### config.mk
export PLATFORM = sky130hd
export DESIGN_NAME = port_pin_function_mux
export DESIGN_NICKNAME = d
export VERILOG_FILES = /design/src/pin_mux_pkg.sv /design/src/pin_cell.sv /design/src/port_pin_function_mux.sv
export SDC_FILE = /design/constraint.sdc
export NUM_CORES = 1
export LEC_CHECK = 0
export BUFFER_PORTS_ARGS = -buffer_cell sky130_fd_sc_hd__buf_2
export CAP_MARGIN = 15
export CORE_AREA = 2 2 431 433
export DETAILED_ROUTE_END_ITERATION = 7
export DIE_AREA = 0 0 433 435
export HOLD_SLACK_MARGIN = 0.03
export SETUP_SLACK_MARGIN = 0.15
export SYNTH_ARGS = -nofsm -noshare
export SYNTH_HDL_FRONTEND = slang
export SYNTH_HIERARCHICAL = 1
export SYNTH_SLANG_ARGS = --single-unit
### constraint.sdc
create_clock -name clk -period 5.6 [get_ports clk]
set_clock_uncertainty 0.05 [all_clocks]
set_input_delay 1.12 -clock clk [delete_from_list [all_inputs] [get_ports clk]]
set_output_delay 1.12 -clock clk [all_outputs]
set_load 0.02 [all_outputs]
### src/pin_mux_pkg.sv
package pin_mux_pkg;
  // ************************************************************
  // port geometry
  // ************************************************************
  localparam int NUM_PORTS     = 10;
  localparam int PORT_BITS     = 8;
  localparam int NUM_PINS      = NUM_PORTS * PORT_BITS;
  // port numbers used by the external memory bus
  localparam int EXT_ADDR_HI_PORT = 7;
  localparam int EXT_DATA_PORT    = 8;
  localparam int EXT_ADDR_MID_PORT = 9;
  // byte lanes of the external bus address and data words
  localparam int EXT_LOW_LSB    = 0;
  localparam int EXT_MID_LSB    = 8;
  localparam int EXT_HIGH_LSB   = 16;
  // firmware write port: pin index and select code widths
  localparam int SEL_IDX_BITS   = 7;
  localparam int SEL_BITS       = 3;

  // ************************************************************
  // per-pin function select codes
  // ************************************************************
  typedef enum logic [2:0] {
    fn_gp_input,
    fn_alt_input,
    fn_alt_output1,
    fn_alt_output2,
    fn_alt_output3
  } pin_fn_e;
  localparam logic [2:0] FN_RESET = 3'h0;

  // external memory bus modes
  typedef enum logic [1:0] {
    bus_off,
    bus_8bit_nonmux,
    bus_16bit_mux
  } bus_mode_e;

  // ************************************************************
  // polarity vector layout, one bit per signal group
  // ************************************************************
  localparam int POL_IRQ    = 0;
  localparam int POL_ALE    = 1;
  localparam int POL_CAPT   = 2;
  localparam int POL_CMP    = 3;
  localparam int POL_TACH   = 4;
  localparam int POL_ESTOP  = 5;
  localparam int POL_PHASE  = 6;
  localparam int POL_BITS   = 7;
  localparam int NUM_IRQ    = 8;
  localparam int NUM_CAPT   = 8;
  localparam int NUM_CMP    = 8;
  localparam int NUM_PHASE  = 6;
endpackage

### src/pin_cell.sv
// one pin: function select register and output steering
module pin_cell
  import pin_mux_pkg::*;
(
  input  wire logic       clk,
  input  wire logic       nrst,
  input  wire logic       sel_we,
  input  wire logic [2:0] sel_wdata,
  input  wire logic       alt_out1,
  input  wire logic       alt_out2,
  input  wire logic       alt_out3,
  input  wire logic       force_out,
  input  wire logic       force_oe,
  input  wire logic       force_en,
  output logic [2:0]      sel_q,
  output logic            pin_out,
  output logic            pin_oe,
  output logic            alt_in_en
);
  // ************************************************************
  // select register
  // ************************************************************
  // reset leaves the pin as a floating input
  always_ff @(posedge clk or negedge nrst) begin
    if (!nrst) begin
      sel_q <= FN_RESET;
    end else if (sel_we) begin
      sel_q <= sel_wdata;
    end
  end

  // ************************************************************
  // output steering
  // ************************************************************
  // driver stays off unless an output function is chosen or force_en hands it force_oe
  always_comb begin
    pin_out   = 1'b0;
    pin_oe    = 1'b0;
    alt_in_en = 1'b0;
    if (force_en) begin
      pin_out = force_out;
      pin_oe  = force_oe;
    end else begin
      unique case (sel_q)
        3'(fn_gp_input):    pin_oe = 1'b0;
        3'(fn_alt_input):   alt_in_en = 1'b1;
        3'(fn_alt_output1): begin
          pin_out = alt_out1;
          pin_oe  = 1'b1;
        end
        3'(fn_alt_output2): begin
          pin_out = alt_out2;
          pin_oe  = 1'b1;
        end
        3'(fn_alt_output3): begin
          pin_out = alt_out3;
          pin_oe  = 1'b1;
        end
        default:            pin_oe = 1'b0; // illegal codes stay undriven
      endcase
    end
  end
endmodule

### src/port_pin_function_mux.sv
module port_pin_function_mux
  import pin_mux_pkg::*;
(
  input  wire logic                              clk,
  input  wire logic                              nrst,
  // firmware select write port
  input  wire logic                              sel_we,
  input  wire logic [6:0]                        sel_pin,
  input  wire logic [2:0]                        sel_wdata,
  output logic [pin_mux_pkg::NUM_PINS*3-1:0]     sel_state,
  // pad side
  input  wire logic [pin_mux_pkg::NUM_PINS-1:0]  pad_in,
  output logic [pin_mux_pkg::NUM_PINS-1:0]       pad_out,
  output logic [pin_mux_pkg::NUM_PINS-1:0]       pad_oe,
  output logic [pin_mux_pkg::NUM_PINS-1:0]       gpio_in_q,
  // peripheral side
  input  wire logic [pin_mux_pkg::NUM_PINS-1:0]  alt_out1,
  input  wire logic [pin_mux_pkg::NUM_PINS-1:0]  alt_out2,
  input  wire logic [pin_mux_pkg::NUM_PINS-1:0]  alt_out3,
  output logic [pin_mux_pkg::NUM_PINS-1:0]       default_in,
  output logic [pin_mux_pkg::NUM_PINS-1:0]       alt_in,
  // external memory bus
  input  wire logic [1:0]                        ext_bus_mode,
  input  wire logic [23:0]                       ext_bus_addr,
  input  wire logic [15:0]                       ext_bus_wdata,
  input  wire logic                              ext_bus_data_oe,
  input  wire logic                              ext_bus_addr_phase,
  output logic [15:0]                            ext_bus_rdata_q,
  input  wire logic                              ext_bus_addr_latch_raw,
  output logic                                   ext_bus_addr_latch,
  input  wire logic                              ext_bus_low_wr_raw,
  input  wire logic                              ext_bus_high_wr_raw,
  input  wire logic                              ext_bus_low_sel_raw,
  input  wire logic                              ext_bus_high_sel_raw,
  input  wire logic                              byte_select_mode,
  output logic                                   ext_bus_low_write_strobe,
  output logic                                   ext_bus_high_write_strobe,
  // polarity control and inverted signal groups
  input  wire logic [pin_mux_pkg::POL_BITS-1:0]  polarity,
  input  wire logic [pin_mux_pkg::NUM_IRQ-1:0]   irq_pin,
  output logic [pin_mux_pkg::NUM_IRQ-1:0]        irq_req,
  input  wire logic [pin_mux_pkg::NUM_CAPT-1:0]  capt_pin,
  output logic [pin_mux_pkg::NUM_CAPT-1:0]       capt_sig,
  input  wire logic [pin_mux_pkg::NUM_CMP-1:0]   cmp_raw,
  output logic [pin_mux_pkg::NUM_CMP-1:0]        cmp_pin,
  input  wire logic                              tach_pin,
  output logic                                   tach_sig,
  input  wire logic                              estop_pin,
  output logic                                   estop_sig,
  input  wire logic [pin_mux_pkg::NUM_PHASE-1:0] phase_raw,
  output logic [pin_mux_pkg::NUM_PHASE-1:0]      phase_pin
);
  import pin_mux_pkg::*;

  // ************************************************************
  // elaboration checks
  // ************************************************************
  // the pin index and select fields have fixed widths on the ports, so a
  // larger geometry would alias pins instead of failing loudly
  if (NUM_PINS > (1 << SEL_IDX_BITS)) begin : g_chk_index
    $error("pin index too narrow for the pin count");
  end
  if ($bits(sel_pin) != SEL_IDX_BITS) begin : g_chk_index_port
    $error("pin index port width mismatch");
  end
  if ($bits(pin_fn_e) != SEL_BITS) begin : g_chk_sel_width
    $error("select code width mismatch");
  end
  // every port that the bus can take over must exist
  if ((EXT_DATA_PORT >= NUM_PORTS) || (EXT_ADDR_MID_PORT >= NUM_PORTS) ||
      (EXT_ADDR_HI_PORT >= NUM_PORTS)) begin : g_chk_bus_ports
    $error("external bus port outside the pin range");
  end
  // the 16-bit mux bus treats its two data ports as one contiguous half-word
  if (EXT_ADDR_MID_PORT != EXT_DATA_PORT + 1) begin : g_chk_mux_pair
    $error("mux bus data ports are not adjacent");
  end
  // the byte lanes below assume one port per data byte
  if ($bits(ext_bus_wdata) != 2 * PORT_BITS) begin : g_chk_lane_width
    $error("port width does not match the bus byte lanes");
  end
  // each polarity group needs its own bit in the control vector
  if ((POL_IRQ >= POL_BITS) || (POL_ALE >= POL_BITS) || (POL_CAPT >= POL_BITS) ||
      (POL_CMP >= POL_BITS) || (POL_TACH >= POL_BITS) || (POL_ESTOP >= POL_BITS) ||
      (POL_PHASE >= POL_BITS)) begin : g_chk_polarity
    $error("polarity group outside the control vector");
  end

  // ************************************************************
  // external bus byte lanes
  // ************************************************************
  // named lanes keep the port pairing of both bus modes in one place
  logic [PORT_BITS-1:0]   addr_low_byte;
  logic [PORT_BITS-1:0]   addr_mid_byte;
  logic [PORT_BITS-1:0]   addr_high_byte;
  logic [2*PORT_BITS-1:0] addr_low_half;
  logic [PORT_BITS-1:0]   wdata_low_byte;

  assign addr_low_byte  = ext_bus_addr[EXT_LOW_LSB +: PORT_BITS];
  assign addr_mid_byte  = ext_bus_addr[EXT_MID_LSB +: PORT_BITS];
  assign addr_high_byte = ext_bus_addr[EXT_HIGH_LSB +: PORT_BITS];
  assign addr_low_half  = ext_bus_addr[EXT_LOW_LSB +: 2*PORT_BITS];
  // the 8-bit bus only ever uses the low data lane
  assign wdata_low_byte = ext_bus_wdata[EXT_LOW_LSB +: PORT_BITS];

  // ************************************************************
  // external bus pin override per port
  // ************************************************************
  logic [NUM_PINS-1:0] force_en;
  logic [NUM_PINS-1:0] force_out;
  logic [NUM_PINS-1:0] force_oe;
  logic                nonmux;
  logic                mux16;

  assign nonmux = (ext_bus_mode == 2'(bus_8bit_nonmux));
  assign mux16  = (ext_bus_mode == 2'(bus_16bit_mux));

  // bus modes take whole ports, overriding per-pin selects while active
  always_comb begin
    force_en  = '0;
    force_out = '0;
    force_oe  = '0;
    if (nonmux) begin
      // port 8 data, ports 7/9 carry sixteen address bits
      force_en [EXT_DATA_PORT*PORT_BITS +: PORT_BITS]     = '1;
      force_out[EXT_DATA_PORT*PORT_BITS +: PORT_BITS]     = wdata_low_byte;
      force_oe [EXT_DATA_PORT*PORT_BITS +: PORT_BITS]     = {PORT_BITS{ext_bus_data_oe}};
      force_en [EXT_ADDR_MID_PORT*PORT_BITS +: PORT_BITS] = '1;
      force_out[EXT_ADDR_MID_PORT*PORT_BITS +: PORT_BITS] = addr_low_byte;
      force_oe [EXT_ADDR_MID_PORT*PORT_BITS +: PORT_BITS] = '1;
      force_en [EXT_ADDR_HI_PORT*PORT_BITS +: PORT_BITS]  = '1;
      force_out[EXT_ADDR_HI_PORT*PORT_BITS +: PORT_BITS]  = addr_mid_byte;
      force_oe [EXT_ADDR_HI_PORT*PORT_BITS +: PORT_BITS]  = '1;
    end else if (mux16) begin
      // address phase drives low address, data phase drives or releases
      force_en [EXT_DATA_PORT*PORT_BITS +: 2*PORT_BITS] = '1;
      force_out[EXT_DATA_PORT*PORT_BITS +: 2*PORT_BITS] =
        ext_bus_addr_phase ? addr_low_half : ext_bus_wdata;
      force_oe [EXT_DATA_PORT*PORT_BITS +: 2*PORT_BITS] =
        {2*PORT_BITS{ext_bus_addr_phase | ext_bus_data_oe}};
      force_en [EXT_ADDR_HI_PORT*PORT_BITS +: PORT_BITS] = '1;
      force_out[EXT_ADDR_HI_PORT*PORT_BITS +: PORT_BITS] = addr_high_byte;
      force_oe [EXT_ADDR_HI_PORT*PORT_BITS +: PORT_BITS] = '1;
    end
  end

  // ************************************************************
  // per-pin cells
  // ************************************************************
  logic [NUM_PINS-1:0] alt_in_en;

  // a write to an index past the last pin matches no cell and is dropped
  for (genvar i = 0; i < NUM_PINS; i++) begin : g_pin
    pin_cell u_cell (
      .clk       (clk),
      .nrst      (nrst),
      .sel_we    (sel_we && (sel_pin == SEL_IDX_BITS'(i))),
      .sel_wdata (sel_wdata),
      .alt_out1  (alt_out1[i]),
      .alt_out2  (alt_out2[i]),
      .alt_out3  (alt_out3[i]),
      .force_out (force_out[i]),
      .force_oe  (force_oe[i]),
      .force_en  (force_en[i]),
      .sel_q     (sel_state[i*SEL_BITS +: SEL_BITS]),
      .pin_out   (pad_out[i]),
      .pin_oe    (pad_oe[i]),
      .alt_in_en (alt_in_en[i])
    );
    // default input path lives only while the pin keeps its reset select
    assign default_in[i] = (sel_state[i*SEL_BITS +: SEL_BITS] == FN_RESET) & pad_in[i];
    assign alt_in[i]     = alt_in_en[i] & pad_in[i];
  end

  // ************************************************************
  // general input sampling
  // ************************************************************
  // sampled regardless of select so outputs can be read back too
  always_ff @(posedge clk or negedge nrst) begin
    if (!nrst) begin
      gpio_in_q <= '0;
    end else begin
      gpio_in_q <= pad_in;
    end
  end

  // bus read data captured from ports 8 and 9; the 8-bit bus has no
  // upper data lane, so that byte always reads as zero
  always_ff @(posedge clk or negedge nrst) begin
    if (!nrst) begin
      ext_bus_rdata_q <= '0;
    end else if (nonmux) begin
      ext_bus_rdata_q <= {{PORT_BITS{1'b0}}, pad_in[EXT_DATA_PORT*PORT_BITS +: PORT_BITS]};
    end else if (mux16) begin
      ext_bus_rdata_q <= pad_in[EXT_DATA_PORT*PORT_BITS +: 2*PORT_BITS];
    end
  end

  // ************************************************************
  // polarity and strobe options
  // ************************************************************
  // xor keeps each group at one gate of delay
  assign irq_req            = irq_pin  ^ {NUM_IRQ{polarity[POL_IRQ]}};
  assign capt_sig           = capt_pin ^ {NUM_CAPT{polarity[POL_CAPT]}};
  assign cmp_pin            = cmp_raw  ^ {NUM_CMP{polarity[POL_CMP]}};
  assign tach_sig           = tach_pin ^ polarity[POL_TACH];
  assign estop_sig          = estop_pin ^ polarity[POL_ESTOP];
  assign phase_pin          = phase_raw ^ {NUM_PHASE{polarity[POL_PHASE]}};
  assign ext_bus_addr_latch = ext_bus_addr_latch_raw ^ polarity[POL_ALE];

  // byte selects share the strobe pins
  assign ext_bus_low_write_strobe  =
    byte_select_mode ? ext_bus_low_sel_raw : ext_bus_low_wr_raw;
  assign ext_bus_high_write_strobe =
    byte_select_mode ? ext_bus_high_sel_raw : ext_bus_high_wr_raw;
endmodule

==> run metrics, run 1 <==
number of distinct library cells after synthesis=36; std cell rows=158; Placer Congestion=0.997; worst path arrival time=3.37 ns; DRT Pass-1 Iters=7; Worst-Margin Slew=1.17 ns; vias in the first global route=21,767; Final Setup Violations=0; Synth Area in Simple Gates=0.294; Slew HR=0.209; Fillers=20,638; Sw Pwr=3730 uW; adder-cell share of the synthesized area=0.00179; Mean Syn Cell Area=10.2 um^2; crit start category=input port; # hold bufs at CTS=0; largest net degree at the start of global routing=102; H-tree depth=2; main combinational cell family by area after synthesis=simple AND/OR/NAND/NOR gates; Clock Tree Root=clkbuf_16; post-synthesis compound-gate area fraction=0.113; area share of the largest cell type after synthesis=0.401; initial antenna violation count=60; Critical Path RT=4.43 ns; Clock Power Share=0.342; routed wire length=164,000 um; cell accounting for the most synthesized area=dfrtp_1; overall power=9070 uW; clk buf depth=3; Die Ht=435 um; max_cap viols=0; count of buffers from port buffering=1,112; core area=184,000 um^2; Die Wd=433 um; RSZ-0062 raised after global routing=false; first-pass GRT wire length=212,000 um; Post-Layout Cell Count=6,187; switching part of the total power=0.411; Syn-to-layout area delta=57.6%; Post-DP HPWL=139,000 um; CTS-repair resized insts=0; CTS buffer count=47; LEAKAGE=0.0161 uW; Routed Antenna Nets=0; Die ar.=188,000 um^2; Clk Latency, worst-skew pair=0.60 ns; IO Count=1,113; Util after Layout=0.179; FMAX=220 MHz; clock slew seen by the registers of the worst setup and hold paths=0.06 ns; Final Max Slew Viols=0; Reg power frac=0.344; Worst Setup End Kind=output port; Inst Count DP=6,085; Syn Std Cell Area=21,000 um^2; initial drt markers=1,811; DR vias/cell=3.72; DR vias=23,028; register area share after synthesis=0.401; total grt overflow=0; Worst IR Drop VDD=0.000176 V; crit-path max FO=19; period utilization=0.811; WS Path Type=input port to output port; DRC viols=0; initial core utilization=0.114; All-Layer GR Usage=0.168; flops & latches, synth=336; routed len/inst=26.6 um; Comb power frac=0.314; Mapped Cells=2,059; ranking of synthesized cells by area=dfrtp_1 (40%), mux2_1 (8.6%), nor4b_1 (6.9%), nand2_1 (6.2%), mux2_4 (5.7%); Int Pwr=5340 uW; mux cell area share after synthesis=0.153; xor/xnor share of the synthesized area=0.0138; Nets=4,079; total power divided by cell area=275 nW/um^2; Final Hold Vio Count=0; post-CTS setup buffers=0; clock sinks=336; run status=finished clean; fin crit period=4.54 ns; Fin Setup TNS=0 ns; Worst Hold Class=input port to async pin; TritonCTS clock tree=built; share of layout cells above drive strength 1=0.427; Ys Warns=6
final cells by class:
class	instances	area, um^2	share of cell area
inverter	83	315	0.00955
multi-input combinational	2045	13700	0.416
timing repair buffer	1141	5850	0.177
tap	2480	3100	0.0940
clock inverter	24	219	0.00663
antenna	15	37.5	0.00114
clock buffer	63	1340	0.0405
sequential	336	8410	0.255
critical path, stage by stage:
cell and delay [ns]:
buf_2 0.12, inv_1 0.08, ha_1 0.60, nor2b_1 0.80, a22o_1 0.28, nand2_1 0.09, o211ai_2 0.09, buf_2 0.19
metal layers:
layer / share of wire / global-route usage
met1: 0.41 / 0.211
met2: 0.47 / 0.277
met3: 0.088 / 0.0493
met4: 0.029 / 0.0480
met5: 0.00074 / 0
final timing paths:
path,slack (ns),startpoint,cells past startpoint,to
min in group clk,0.44,ext_bus_rdata_q[14],2,ext_bus_rdata_q[14]
worst min-delay path,0.30,nrst,1,ext_bus_rdata_q[8]
worst max register to register,4.22,g_pin[57].u_cell/sel_q[2],2,g_pin[57].u_cell/sel_q[2]
worst min register to register,0.44,ext_bus_rdata_q[14],2,ext_bus_rdata_q[14]
worst max-delay path,1.06,ext_bus_mode[0],8,pad_out[62]
max in group asynchronous,3.87,nrst,2,g_pin[37].u_cell/sel_q[1]
synthesized netlist by cell type (all sizes together):
library cell and n:
o211ai 80, or3b 3, o21ai 178, dfrtp 336, mux2i 8, nand3b 11, nand3 89, ha 3
nand4bb 1, nor4 4, nor2b 2, nor3 72, nand2 348, a22o 7, conb 1, nor3b 80
inv 83, a21oi 80, clkbuf 29, xor2 33, or2 1, mux2 250, and2 80, o22a 1
nand4b 8, or3 1, nand2b 13, nor2 80, buf 13, nor4b 164
power by group through the flow:
stage / combinational (uW) / sequential, uW / clock [uW]
after floorplan: 1220 / 3230 / 0
after global placement: 2860 / 3140 / 0
final: 2850 / 3120 / 3100
after detailed placement: 2860 / 3150 / 0
after global routing: 3030 / 3150 / 3280
after CTS: 2870 / 3110 / 3200
flip-flops by register name, summed over array words and instances, names as in the netlist:
signal,flops
g_pin.u_cell/sel_q,240
gpio_in_q,80
ext_bus_rdata_q,16
stage by stage:
stage	hold slack, ns	setup WS, ns	cell area (um^2)
floorplan	0.535	0.299	22600
global placement	0.411	1.07	31400
detailed placement	0.422	1.04	31400
CTS	0.310	1.04	33000
global route	0.336	0.932	33000
finish	0.302	1.06	33000
cells by family after synthesis:
group,Yosys count
mux,258
flops,336
fa+ha+maj,3
other cells,1
xor+xnor,33
simple gates,957
buf+inv,125
compound gates,346
layout by cell type, fill, tap and decap left out, drive strengths merged, types with 2 or more instances in the layout:
cell type	instances
nand2b	13
o21ai	178
nand3	89
clkbuf	63
nor4b	164
ha	3
or3b	3
nand3b	11
xor2	33
nand2	348
a21oi	80
a22o	7
nor3b	80
bufinv	2
clkinv	14
conb	448
dfrtp	336
nor2	80
inv	84
clkinvlp	7
nor3	72
nor2b	2
nor4	4
diode	15
and2	80
mux2	250
mux2i	8
o211ai	80
nand4b	8
buf	1141
Power figures use the tool's default switching activity.
==> run 2: changes to the inputs <==
--- a/config.mk
+++ b/config.mk
@@ -7,9 +7,9 @@
 export LEC_CHECK = 0
 export BUFFER_PORTS_ARGS = -buffer_cell sky130_fd_sc_hd__buf_2
 export CAP_MARGIN = 15
-export CORE_AREA = 2 2 431 433
+export CORE_AREA = 2 2 437 439
 export DETAILED_ROUTE_END_ITERATION = 7
-export DIE_AREA = 0 0 433 435
+export DIE_AREA = 0 0 439 441
 export HOLD_SLACK_MARGIN = 0.03
 export SETUP_SLACK_MARGIN = 0.15
 export SYNTH_ARGS = -nofsm -noshare
==> constraint.sdc (replaced) <==
create_clock -name clk -period 4.49 [get_ports clk]
set_clock_uncertainty 0.05 [all_clocks]
set_input_delay 0.898 -clock clk [delete_from_list [all_inputs] [get_ports clk]]
set_output_delay 0.898 -clock clk [all_outputs]
set_load 0.02 [all_outputs]
==> run metrics, run 2 (synthesis results as in run 1) <==
placed cell areas=31,600 um^2 (+0.47%); post-CTS setup buffers=0 (unchanged); commonest non-fill, non-tap cells in the layout=buf_2 (1,108), conb_1 (448), nand2_1 (347); Syn-to-layout area delta=59.0%; Clock Tree Root=clkbuf_16; first-pass GRT wire length=201,000 um (-5.4%); crit-path max FO=80 (+61); H-tree depth=2 (unchanged); vias in the first global route=21,795 (+0.13%); Fin Hold WS=0.159 ns (-0.143 ns); WS Path Type=input port to output port; IO Count=1,113 (unchanged); # hold bufs at CTS=0 (unchanged); Util after Layout=0.176 (-0.00327); FMAX=250 MHz; initial antenna violation count=40 (-33%); std cell rows=160 (+1.3%); Comb power frac=0.308 (-0.006); DRC viols=0 (unchanged); Worst Setup End Kind=output port; Int Pwr=6800 uW (+27%); CTS buffer count=51 (+8.5%); DR vias/cell=3.70 (-0.46%); Critical Path RT=3.54 ns (-0.89 ns); Die Wd=439 um (+1.4%); DR vias=23,137 (+0.47%); initial core utilization=0.111 (-0.00309); Clk Latency, worst-skew pair=0.65 ns (+0.05 ns); Sw Pwr=4670 uW (+25%); crit start category=input port; largest net degree at the start of global routing=85 (-17%); Routed Antenna Nets=0 (unchanged); overall power=11,500 uW (+27%); routed len/inst=25.1 um (-5.5%); Placer Congestion=0.958 (-3.9%); TritonCTS clock tree=built; period utilization=0.891; Die ar.=194,000 um^2 (+2.8%); DRT Pass-1 Iters=5 (-2); Reg power frac=0.337 (-0.007); max reg flops=240 (unchanged); Die Ht=441 um (+1.4%); share of layout cells above drive strength 1=0.436 (+0.00911); Final Hold Vio Count=0 (unchanged); initial drt markers=1,644 (-9.2%); clock sinks=336 (unchanged); largest registers=g_pin.u_cell/sel_q (240), gpio_in_q (80), ext_bus_rdata_q (16); Final Max Slew Viols=0 (unchanged); total power divided by cell area=344 nW/um^2 (+25%); max_cap viols=0 (unchanged); RSZ-0062 raised after global routing=false; total grt overflow=0 (unchanged); Post-DP HPWL=131,000 um (-5.9%); worst path arrival time=3.05 ns (-0.32 ns); CTS-repair resized insts=0 (unchanged); Worst-Margin Slew=1.07 ns (-0.105 ns); Clock Power Share=0.355 (+0.013); All-Layer GR Usage=0.154 (-0.0145); Largest Register=g_pin.u_cell/sel_q; Slew HR=0.280 (+0.0708); Finished Cell Area=33,300 um^2 (+0.91%); run status=finished clean; switching part of the total power=0.407 (-0.00347); most common cell after layout, fill and taps aside=buf_2; Worst Hold Class=input port to async pin; Nets=4,086 (+0.17%); fin crit period=4.00 ns; routed wire length=157,000 um (-4.6%); Final Setup Violations=0 (unchanged); Worst IR Drop VDD=0.000248 V (+41%); clock slew seen by the registers of the worst setup and hold paths=0.06 ns (about the same); LEAKAGE=0.0162 uW (+0.75%); core area=189,000 um^2 (+2.8%); Fillers=21,182 (+2.6%); count of buffers from port buffering=1,112 (unchanged); Fin Setup TNS=0 ns (unchanged); clk buf depth=3 (unchanged)
[run 2: cell types whose count changed in the layout (fill, tap and decap cells not counted), sizes merged]
cell / before / now
clkinvlp: 7 / 4
buf: 1141 / 1144
diode: 15 / 32
clkinv: 14 / 15
inv: 84 / 90
clkbuf: 63 / 67
bufinv: 2 / 1
[run 2: worst max-delay path, stage by stage]
cell        delay, ns
buf_2            0.18
inv_12           0.04
ha_4             0.28
clkinvlp_4       0.26
buf_12           0.26
buf_12           0.17
nor4b_1          0.45
and2_2           0.21
buf_2            0.15
[run 2: cell type report]
class | instances | area, um^2 | share of cell area
inverters | 83 | 328 | 0.00984
clock inverters | 27 | 221 | 0.00665
flip-flops and latches | 336 | 8410 | 0.252
repair buffers | 1144 | 5900 | 0.177
clock buffers | 67 | 1450 | 0.0434
multi-input cells | 2045 | 13800 | 0.414
well taps | 2511 | 3140 | 0.0943
diodes | 32 | 80.1 | 0.00240
[run 2: final timing paths]
kind,slack [ns],depth (start not counted),startpoint,to
setup / recovery,0.49,9,ext_bus_mode[0],alt_in[62]
hold / removal,0.16,1,nrst,gpio_in_q[72]
setup reg to reg,3.28,1,g_pin[56].u_cell/sel_q[1],g_pin[56].u_cell/sel_q[1]
hold reg to reg,0.44,2,ext_bus_rdata_q[9],ext_bus_rdata_q[9]
max in group asynchronous,3.10,2,nrst,gpio_in_q[48]
min in group clk,0.32,1,pad_in[32],gpio_in_q[32]
[run 2: power by group through the flow]
stage | registers, uW | logic, uW | clock network, uW
2_1_floorplan | 4020 | 1530 | 0
3_3_place_gp | 3900 | 3520 | 0
3_5_place_dp | 3910 | 3540 | 0
4_1_cts | 3860 | 3550 | 4190
5_1_grt | 3910 | 3760 | 4300
6_report | 3870 | 3530 | 4070
[run 2: layer usage]
layer,global-route usage,wire length (um)
met1,0.182,61500
met2,0.246,72900
met3,0.0609,16200
met4,0.0614,5810
met5,0.0129,425
[run 2: per-stage QoR]
stage,worst slack [ns],std cells
2_1_floorplan,-0.187,2506
3_3_place_gp,0.661,6119
3_5_place_dp,0.564,6119
5_1_grt,0.463,6232
6_report,0.491,6245
4_1_cts,0.555,6213
